<file path="config.mk">
export PLATFORM = sky130hd
export DESIGN_NAME = adc_channel_gain_queue_ctrl
export DESIGN_NICKNAME = d
export VERILOG_FILES = /design/src/logic/adc_queue_pkg.sv /design/src/logic/adc_channel_gain_queue_ctrl.sv /design/src/logic/sample_fifo.sv
export VERILOG_INCLUDE_DIRS = /design/src /design/src/logic
export SDC_FILE = /design/constraint.sdc
export NUM_CORES = 1
export LEC_CHECK = 0
export ABC_AREA = 1
export BUFFER_PORTS_ARGS = -buffer_cell sky130_fd_sc_hd__buf_2
export CORE_UTILIZATION = 55
export CTS_BUF_LIST = sky130_fd_sc_hd__clkbuf_8
export DETAILED_ROUTE_END_ITERATION = 16
export GPL_TIMING_DRIVEN = 0
export PLACE_DENSITY = 0.74
export SLEW_MARGIN = 20
export SYNTH_ARGS = -nofsm -noshare
export SYNTH_HDL_FRONTEND = slang
export SYNTH_SLANG_ARGS = --single-unit
</file>
<file path="constraint.sdc">
create_clock -name core_clk -period 3.1 [get_ports core_clk]
set_input_delay 0.31 -clock core_clk [delete_from_list [all_inputs] [get_ports core_clk]]
set_output_delay 0.31 -clock core_clk [all_outputs]
set_load 0.02 [all_outputs]
</file>
<file path="src/logic/adc_queue_regs.svh">
// register offsets, field positions and reset values of the queue controller
`ifndef ADC_QUEUE_REGS_SVH
`define ADC_QUEUE_REGS_SVH
`define ADDR_COMMAND 4'h0
`define ADDR_QUEUE_ENTRY 4'h1
`define ADDR_STATUS 4'h2
`define ADDR_SAMPLE 4'h3
`define ADDR_QUEUE_COUNT 4'h4
`define CMD_QUEUE_RESET 0
`define CMD_QUEUE_LOAD_DONE 1
`define CMD_ACQUIRE 2
`define CMD_SAMPLE_CLEAR 3
`define ENT_CHAN_LSB 0
`define ENT_CHAN_MSB 5
`define ENT_RANGE_LSB 8
`define ENT_RANGE_MSB 10
`define ENT_DIFF 12
`define ENT_CMREF 13
`define STAT_DONE 0
`define STAT_BUSY 1
`define STAT_READY 2
`define STAT_FULL 3
`define STAT_BAD_ENTRY 4
`define STAT_QUEUE_EMPTY 5
`define CONV_CYCLES 8'h28
`define RESET_WORD 16'h0000
`endif

</file>
<file path="src/logic/adc_queue_pkg.sv">
// types shared by the queue controller files
package adc_queue_pkg;
  typedef enum logic [1:0] {
    conv_idle = 2'b00,
    conv_start = 2'b01,
    conv_wait = 2'b10,
    conv_store = 2'b11
  } conv_state_t;
  typedef struct packed {
    logic cmref;
    logic diff;
    logic [2:0] range;
    logic [5:0] chan;
  } queue_entry_t;
endpackage

</file>
<file path="src/logic/adc_channel_gain_queue_ctrl.sv">
// channel-gain queue, software acquisition sequencer and sample path
// Notes on behaviour
// - queue reset command empties the channel-gain queue, ready for new entries
// - each entry write appends channel, range, diff and reference, in order
// - channels 0..63 single-ended, 0..31 differential; others are refused
// - range code picks gain 1,2,4,8; bit 2 selects unipolar spans
// - diff flag 0 single-ended, 1 differential for that conversion
// - single-ended reference: 0 system ground, 1 external common input
// - load-done stops entry acceptance and makes the list the active scan
// - acquire command starts one conversion; ready flag marks the result
// - conversions walk the entries in load order
// - results are 16-bit straight binary
// - sample clear command discards everything in the sample fifo
//
// The placing of the registers and strobed register access were left to the implementer.
`include "adc_queue_regs.svh"
module adc_channel_gain_queue_ctrl #(
  parameter int QUEUE_DEPTH = 64,
  parameter int FIFO_DEPTH = 8
) (
  // clock and reset
  input wire logic core_clk,
  input wire logic rst_b,
  // register port
  input wire logic [3:0] reg_addr,
  input wire logic [15:0] reg_wdata,
  input wire logic reg_wr,
  input wire logic reg_rd,
  output logic [15:0] reg_rdata,
  // analog front end control
  output logic [5:0] mux_chan,
  output logic [1:0] gain_sel,
  output logic unipolar,
  output logic diff_mode,
  output logic cm_ext_ref,
  output logic conv_start_pulse,
  // converter result
  input wire logic conv_done_pin,
  input wire logic [15:0] conv_data
);
  localparam int QW = $clog2(QUEUE_DEPTH);
  // the fill count and the scan pointer are sized from the queue depth
  if (QUEUE_DEPTH < 2 || QUEUE_DEPTH > 1024) begin : g_bad_queue_depth
    $error("queue depth out of range");
  end
  // the sample fifo wraps its pointers by bit width alone
  if (FIFO_DEPTH < 2 || (1 << $clog2(FIFO_DEPTH)) != FIFO_DEPTH) begin : g_bad_fifo_depth
    $error("fifo depth must be a power of two");
  end
  // reset release through two flops
  logic rst_meta_b;
  logic rst_sync_b;
  always_ff @(posedge core_clk or negedge rst_b) begin
    if (!rst_b) begin
      rst_meta_b <= 1'b0;
      rst_sync_b <= 1'b0;
    end else begin
      rst_meta_b <= 1'b1;
      rst_sync_b <= rst_meta_b;
    end
  end
  // converter done pin comes from outside: two-flop synchroniser
  logic done_meta;
  logic done_sync;
  logic done_prev;
  always_ff @(posedge core_clk or negedge rst_sync_b) begin
    if (!rst_sync_b) begin
      done_meta <= 1'b0;
      done_sync <= 1'b0;
      done_prev <= 1'b0;
    end else begin
      done_meta <= conv_done_pin;
      done_sync <= done_meta;
      done_prev <= done_sync;
    end
  end
  logic done_rise;
  assign done_rise = done_sync && !done_prev;

  function automatic logic entry_ok(input logic [15:0] w);
    // differential pairs only exist on the lower half of the inputs
    entry_ok = !(w[`ENT_DIFF] && w[`ENT_CHAN_MSB]);
  endfunction

  // one decoder for the command, entry and sample strobe and address pairs
  function automatic logic reg_hit(input logic strobe, input logic [3:0] addr,
    input logic [3:0] target);
    reg_hit = strobe && addr == target;
  endfunction

  logic cmd_wr;
  logic ent_wr;
  assign cmd_wr = reg_hit(reg_wr, reg_addr, `ADDR_COMMAND);
  assign ent_wr = reg_hit(reg_wr, reg_addr, `ADDR_QUEUE_ENTRY);
  logic cmd_qreset;
  logic cmd_done;
  logic cmd_acq;
  logic cmd_sclear;
  assign cmd_qreset = cmd_wr && reg_wdata[`CMD_QUEUE_RESET];
  assign cmd_done = cmd_wr && reg_wdata[`CMD_QUEUE_LOAD_DONE];
  assign cmd_acq = cmd_wr && reg_wdata[`CMD_ACQUIRE];
  assign cmd_sclear = cmd_wr && reg_wdata[`CMD_SAMPLE_CLEAR];

  // channel-gain queue storage
  adc_queue_pkg::queue_entry_t queue_mem [QUEUE_DEPTH];
  logic [QW:0] queue_len;
  logic [QW-1:0] scan_ptr;
  logic load_done;
  logic bad_entry;
  logic accept_entry;
  // a full queue drops further entries silently; the count read tells software
  assign accept_entry = ent_wr && !load_done && !cmd_qreset
    && queue_len != (QW+1)'(QUEUE_DEPTH) && entry_ok(reg_wdata);
  always_ff @(posedge core_clk) begin
    if (accept_entry) begin
      queue_mem[queue_len[QW-1:0]] <= '{cmref: reg_wdata[`ENT_CMREF],
        diff: reg_wdata[`ENT_DIFF], range: reg_wdata[`ENT_RANGE_MSB:`ENT_RANGE_LSB],
        chan: reg_wdata[`ENT_CHAN_MSB:`ENT_CHAN_LSB]};
    end
  end
  always_ff @(posedge core_clk or negedge rst_sync_b) begin
    if (!rst_sync_b) begin
      queue_len <= '0;
    end else if (cmd_qreset) begin
      queue_len <= '0;
    end else if (accept_entry) begin
      queue_len <= queue_len + (QW+1)'(1);
    end
  end
  always_ff @(posedge core_clk or negedge rst_sync_b) begin
    if (!rst_sync_b) begin
      load_done <= 1'b0;
    end else if (cmd_qreset) begin
      load_done <= 1'b0;
    end else if (cmd_done) begin
      load_done <= 1'b1;
    end
  end
  // sticky refusal flag, cleared by queue reset; a refusal in that cycle wins
  always_ff @(posedge core_clk or negedge rst_sync_b) begin
    if (!rst_sync_b) begin
      bad_entry <= 1'b0;
    end else if (ent_wr && !load_done && !entry_ok(reg_wdata)) begin
      bad_entry <= 1'b1;
    end else if (cmd_qreset) begin
      bad_entry <= 1'b0;
    end
  end

  // conversion sequencer
  adc_queue_pkg::conv_state_t state;
  logic [7:0] wait_cnt;
  logic busy;
  assign busy = state != adc_queue_pkg::conv_idle;
  logic fifo_in_ready;
  logic fifo_in_valid;
  logic [15:0] fifo_in_data;
  logic can_start;
  // a scan needs a finished, non-empty list
  // an acquire during a conversion is dropped, not queued: one command, one sample
  assign can_start = cmd_acq && load_done && queue_len != '0 && !busy;
  always_ff @(posedge core_clk or negedge rst_sync_b) begin
    if (!rst_sync_b) begin
      state <= adc_queue_pkg::conv_idle;
    end else begin
      case (state)
        adc_queue_pkg::conv_idle: begin
          if (can_start) begin
            state <= adc_queue_pkg::conv_start;
          end
        end
        adc_queue_pkg::conv_start: begin
          state <= adc_queue_pkg::conv_wait;
        end
        adc_queue_pkg::conv_wait: begin
          // converter done edge, or a timeout so a dead converter cannot hang us
          if (done_rise || wait_cnt == `CONV_CYCLES) begin
            state <= adc_queue_pkg::conv_store;
          end
        end
        adc_queue_pkg::conv_store: begin
          // stall until the fifo has room: results are never dropped
          if (fifo_in_ready) begin
            state <= adc_queue_pkg::conv_idle;
          end
        end
        default: begin
          state <= adc_queue_pkg::conv_idle;
        end
      endcase
    end
  end
  always_ff @(posedge core_clk or negedge rst_sync_b) begin
    if (!rst_sync_b) begin
      wait_cnt <= 8'h00;
    end else if (state == adc_queue_pkg::conv_wait) begin
      wait_cnt <= wait_cnt + 8'h01;
    end else begin
      wait_cnt <= 8'h00;
    end
  end
  // latch result on the done edge; 16-bit straight binary passes unchanged
  // a timeout stores the previous result again; nothing flags it
  logic [15:0] result;
  always_ff @(posedge core_clk or negedge rst_sync_b) begin
    if (!rst_sync_b) begin
      result <= `RESET_WORD;
    end else if (state == adc_queue_pkg::conv_wait && done_rise) begin
      result <= conv_data;
    end
  end
  assign fifo_in_valid = state == adc_queue_pkg::conv_store;
  assign fifo_in_data = result;
  // load done rewinds the scan, so every new list starts at its first entry
  always_ff @(posedge core_clk or negedge rst_sync_b) begin
    if (!rst_sync_b) begin
      scan_ptr <= '0;
    end else if (cmd_qreset || cmd_done) begin
      scan_ptr <= '0;
    end else if (state == adc_queue_pkg::conv_store && fifo_in_ready) begin
      if ((QW+1)'(scan_ptr) + (QW+1)'(1) >= queue_len) begin
        scan_ptr <= '0;
      end else begin
        scan_ptr <= scan_ptr + QW'(1);
      end
    end
  end
  // front end selection driven from the current entry at conversion start
  adc_queue_pkg::queue_entry_t cur;
  assign cur = queue_mem[scan_ptr];
  always_ff @(posedge core_clk or negedge rst_sync_b) begin
    if (!rst_sync_b) begin
      mux_chan <= 6'h00;
      gain_sel <= 2'h0;
      unipolar <= 1'b0;
      diff_mode <= 1'b0;
      cm_ext_ref <= 1'b0;
    end else if (can_start) begin
      mux_chan <= cur.chan;
      gain_sel <= cur.range[1:0];
      unipolar <= cur.range[2];
      diff_mode <= cur.diff;
      // the reference choice only applies to single-ended inputs
      cm_ext_ref <= cur.cmref && !cur.diff;
    end
  end
  always_ff @(posedge core_clk or negedge rst_sync_b) begin
    if (!rst_sync_b) begin
      conv_start_pulse <= 1'b0;
    end else begin
      conv_start_pulse <= can_start;
    end
  end

  // sample fifo, drained by reads of the sample register
  logic fifo_out_valid;
  logic [15:0] fifo_out_data;
  logic sample_rd;
  assign sample_rd = reg_hit(reg_rd, reg_addr, `ADDR_SAMPLE);
  sample_fifo #(
    .WIDTH(16),
    .DEPTH(FIFO_DEPTH)
  ) u_sample_fifo (
    .core_clk(core_clk),
    .rst_sync_b(rst_sync_b),
    .clear(cmd_sclear),
    .in_valid(fifo_in_valid),
    .in_ready(fifo_in_ready),
    .in_data(fifo_in_data),
    .out_valid(fifo_out_valid),
    .out_ready(sample_rd),
    .out_data(fifo_out_data)
  );

  // read data, one cycle after the strobe
  // idle cycles read zero, so a stale word never looks like fresh data
  logic [15:0] status;
  always_comb begin
    status = 16'h0000;
    status[`STAT_DONE] = load_done;
    status[`STAT_BUSY] = busy;
    status[`STAT_READY] = fifo_out_valid;
    // full also reads high in a clear cycle, when the fifo takes nothing
    status[`STAT_FULL] = !fifo_in_ready;
    status[`STAT_BAD_ENTRY] = bad_entry;
    status[`STAT_QUEUE_EMPTY] = queue_len == '0;
  end
  always_ff @(posedge core_clk or negedge rst_sync_b) begin
    if (!rst_sync_b) begin
      reg_rdata <= 16'h0000;
    end else if (reg_rd) begin
      case (reg_addr)
        `ADDR_STATUS: reg_rdata <= status;
        `ADDR_SAMPLE: reg_rdata <= fifo_out_valid ? fifo_out_data : 16'h0000;
        `ADDR_QUEUE_COUNT: reg_rdata <= 16'(queue_len);
        default: reg_rdata <= 16'h0000;
      endcase
    end else begin
      reg_rdata <= 16'h0000;
    end
  end
endmodule

</file>
<file path="src/logic/sample_fifo.sv">
// sample fifo: parameterised width and depth, registered read data
module sample_fifo #(
  parameter int WIDTH = 16,
  parameter int DEPTH = 8
) (
  // clock and reset
  input wire logic core_clk,
  input wire logic rst_sync_b,
  input wire logic clear,
  // fill side
  input wire logic in_valid,
  output logic in_ready,
  input wire logic [WIDTH-1:0] in_data,
  // drain side
  output logic out_valid,
  input wire logic out_ready,
  output logic [WIDTH-1:0] out_data
);
  localparam int AW = $clog2(DEPTH);
  if (DEPTH < 2 || (1 << AW) != DEPTH) begin : g_bad_depth
    $error("depth must be a power of two");
  end
  logic [WIDTH-1:0] mem [DEPTH];
  logic [AW-1:0] wr_ptr;
  logic [AW-1:0] rd_ptr;
  logic [AW:0] count;
  logic push;
  logic pop;
  assign in_ready = (count != AW'(0) + (AW+1)'(DEPTH)) && !clear;
  assign push = in_valid && in_ready;
  // head is held in out_data, so a valid word exists once pulled out of mem
  assign pop = out_valid && out_ready;
  logic load_head;
  logic [AW:0] stored;
  assign stored = count - {{AW{1'b0}}, out_valid};
  assign load_head = (stored != '0) && (!out_valid || pop);
  always_ff @(posedge core_clk or negedge rst_sync_b) begin
    if (!rst_sync_b) begin
      wr_ptr <= '0;
    end else if (clear) begin
      wr_ptr <= '0;
    end else if (push) begin
      wr_ptr <= wr_ptr + AW'(1);
    end
  end
  always_ff @(posedge core_clk) begin
    if (push) begin
      mem[wr_ptr] <= in_data;
    end
  end
  always_ff @(posedge core_clk or negedge rst_sync_b) begin
    if (!rst_sync_b) begin
      rd_ptr <= '0;
      out_valid <= 1'b0;
      out_data <= '0;
    end else if (clear) begin
      rd_ptr <= '0;
      out_valid <= 1'b0;
      out_data <= '0;
    end else if (load_head) begin
      rd_ptr <= rd_ptr + AW'(1);
      out_valid <= 1'b1;
      out_data <= mem[rd_ptr];
    end else if (pop) begin
      out_valid <= 1'b0;
    end
  end
  always_ff @(posedge core_clk or negedge rst_sync_b) begin
    if (!rst_sync_b) begin
      count <= '0;
    end else if (clear) begin
      count <= '0;
    end else begin
      count <= count + (AW+1)'(push) - (AW+1)'(pop);
    end
  end
endmodule
</file>
==> impl_results.md <==
- CP arrival: 3750 ps
- Crit-path max FO: 11
- CP Class: reg -> reg
- Largest net degree at the start of global routing: 66
- Worst-Margin Slew: 1160 ps
- Met3 GRT Util: 0.07600
- Met1 usage: 0.4632
- Layout cells sized above 1: 0.1452
- Synth Net Count: 3299
- Total Die Area: between 0.07 and 0.08 sq mm
- Fmax: roughly 0.3 GHz
- Chip width: approximately 270 microns
- Row count: 96
- Initial antenna violation count: 4
- Synth Register Bits: 933
- H-Tree Depth: 4
- Post-Layout Inst Area: between 0.04 and 0.05 sq mm
- Lkg Pwr: 16.32 nW
- Synth Area per Inst: ~12 sq um
- Area delta synth->final: 13.74%
- Violated checks: setup timing
- Detailed-route wire length: about 120 mm
- Port-buffer cells: 63
- Residual DRC count: 0
- Fin nets: between 3000 and 4000
- Min Tclk post-route: 3320 ps
- Global-route wire length before repair: 168.0 mm
- Peak VDD IR: between 500 and 600 uV
- Top Usage Layer GRT: met2
- CTS Buf Count: around 150
- Worst setup SP type: flip-flop
- Part of the cycle the worst path needs: 1.071
- Post-synth EDFFs: 832
- Routed len/inst: 25.94 microns
- Skew final: ~36 ps
- Vias: 27476
- Worst hold margin: 79.68 ps
- Final Max Tran Viols: 0
- Global route overflow: 0
- Most common cell after layout, fill and taps aside: nand2_1
- Die H: 265.3 microns
- Clock Tree Buf Depth: 3
- Clock slew seen by the registers of the worst setup and hold paths: approximately 60 ps
- Hold/Removal Path Class: in -> reg
- Clock root buffer: clkbuf_8
- Antenna-violating nets left: 0
- CTS tree: yes
- Post-synth ARST share: 0.1083
- Clk Latency, worst-skew pair: about 840 ps
- Gr usage total: 0.3367
- Post-synth top flop: edfxtp_1
- Final Setup Violations: 90
- Final Hold Vio Count: 0
- Max_cap viols: 0
- Vias per cell: 6.041
- Fin worst setup slack: -220.4 ps
- Syn Inst Count: approximately 3200
- Outcome: finished with violations
- R2r setup slk: -220 ps
- Detailed Place HPWL: 78.72 mm
- Routability cong.: 1.025
- Yosys cell types: 44
- Commonest non-fill, non-tap cells in the layout: 1053 x nand2_1, 832 x edfxtp_1, 617 x nand3_1
- Synthesized cell area: around 0.038 sq mm
- Core ar.: 0.06859 sq mm
- Initial Util: 0.5561
- Yosys warning total: 0
- Vias in the first global route: 25512
- Met2 usage: 0.5112
- Sequential share of the synthesized area: 0.7213
- # IOs: 69
- Unrepaired setup endpoints after global routing: yes
- Area post-placement: 0.04025 sq mm
- Sink Count: roughly 930
- First-pass detailed-route iteration total: 6
- DRT iter0 DRCs: 4114
- WP data required: 3530 ps
- Slew HR: 0.2268
- CP Capture Type: flip-flop
- PwrDens: 865.7 mW/mm^2
## critical path: stages (launching register included)
cell and delay [ps]:
dfrtp_1 410, clkinv_1 320, ha_1 310, inv_1 80, nor4_2 60, nor2_2 160
nand2_4 130, nor2_4 190, nand3_2 420, nor2_2 850
## worst paths after layout
check	start	to	depth (start not counted)
setup reg to reg	queue_len[1]	queue_mem[48][7]	9
min in group asynchronous	rst_sync_b	fifo_in_data[8]	0
max in group asynchronous	rst_sync_b	scan_ptr[0]	2
hold reg to reg	rst_sync_b	fifo_in_data[8]	0
hold / removal	reg_wdata[9]	queue_mem[44][7]	1
setup / recovery	queue_len[1]	queue_mem[48][7]	9
## registers in the layout (all words and copies together) (netlist names), 2 cells and up
signal	cells
scan_ptr	6
u_sample_fifo.out_data	16
reg_rdata	16
gain_sel	2
u_sample_fifo.mem	128
state	2
queue_mem	704
fifo_in_data	16
queue_len	7
wait_cnt	8
mux_chan	6
u_sample_fifo.wr_ptr	3
u_sample_fifo.rd_ptr	3
u_sample_fifo.count	4
## stage by stage
step | setup slack (ps) | utilization | total power, mW | cells | setup TNS, ps
detailed placement | -113.5 | 0.5869 | 27.42 | 4258 | -3912
finish | -220.4 | 0.6326 | 37.56 | 4548 | -9862
CTS | -88.54 | 0.6309 | 37.05 | 4545 | -3275
floorplan | 78.22 | - | 22.61 | 3233 | 0
global placement | -1853 | 0.5777 | 27.08 | 4227 | -495170
global route | -211.1 | 0.6325 | 38.93 | 4547 | -14970
## timing repair
| item | 4_1_cts | 5_1_grt |
|---|---|---|
| pin swaps | 0 | 1 |
| resized for setup | 7 | 21 |
| buffers inserted | 0 | 1 |
| hold endpoints to repair | 33 | 0 |
| hold buffers | 25 | 0 |
| setup endpoints to repair | 108 | 223 |
## per-layer routing
| metal | share of wire | wire length, microns | vias up |
|---|---|---|---|
| met4 | 0.045 | 5342 | 4 |
| li1 | - | - | 11923 |
| met2 | 0.46 | 53700 | 1918 |
| met5 | 0.00024 | 28 | - |
| met3 | 0.13 | 15080 | 306 |
| met1 | 0.37 | 43850 | 13325 |
## area by class of cell
| type | instances | area (sq um) |
|---|---|---|
| Sequential cell | 933 | 27520 |
| Fill cell | 5111 | 25200 |
| Multi-Input combinational cell | 2040 | 9734 |
| Inverter | 79 | 296.5 |
| Timing Repair Buffer | 120 | 1021 |
| Buffer | 181 | 904.6 |
| Clock buffer | 155 | 2133 |
| Antenna cell | 2 | 5.005 |
| Clock inverter | 107 | 609.3 |
| Tap cell | 931 | 1165 |
## where the power goes
group	internal, mW	leakage, nW	total [mW]	switching, mW
Clock	4.87	1.58	9.80	4.93
Sequential	14.7	8.76	15.2	0.560
Combinational	3.42	5.99	12.5	9.12
## cell usage after synthesis (4+ instances only)
master | n | area (sq um)
nand4_1 | 5 | 31.28
o211ai_1 | 18 | 135.1
clkbuf_1 | 42 | 157.7
nand3_1 | 617 | 3088
inv_2 | 6 | 22.52
nor2_1 | 117 | 439.2
nand2_1 | 1053 | 3953
a32oi_1 | 17 | 148.9
buf_4 | 22 | 165.2
inv_1 | 70 | 262.8
nand3_2 | 7 | 70.07
a21oi_1 | 53 | 265.3
ha_1 | 24 | 300.3
o22ai_1 | 4 | 25.02
o21ai_1 | 4 | 20.02
o21ai_0 | 30 | 150.1
buf_2 | 94 | 470.5
nor2_2 | 5 | 31.28
dfrtp_1 | 101 | 2527
xor2_1 | 6 | 52.55
o21a_1 | 12 | 90.09
nor3_1 | 11 | 55.05
buf_1 | 20 | 75.07
a32o_1 | 16 | 160.2
mux2_2 | 16 | 180.2
edfxtp_1 | 832 | 24980
## cell families after synthesis
logic type | after synthesis | share of synthesized area
fa+ha+maj | 25 | 0.008398
xor+xnor | 6 | 0.001378
buf+inv | 260 | 0.03143
compound gates | 161 | 0.02755
mux | 16 | 0.004724
flops | 933 | 0.7213
other cells | 1 | 0.00009831
simple gates | 1831 | 0.2052
No activity file was read; power rests on OpenSTA's default activity.
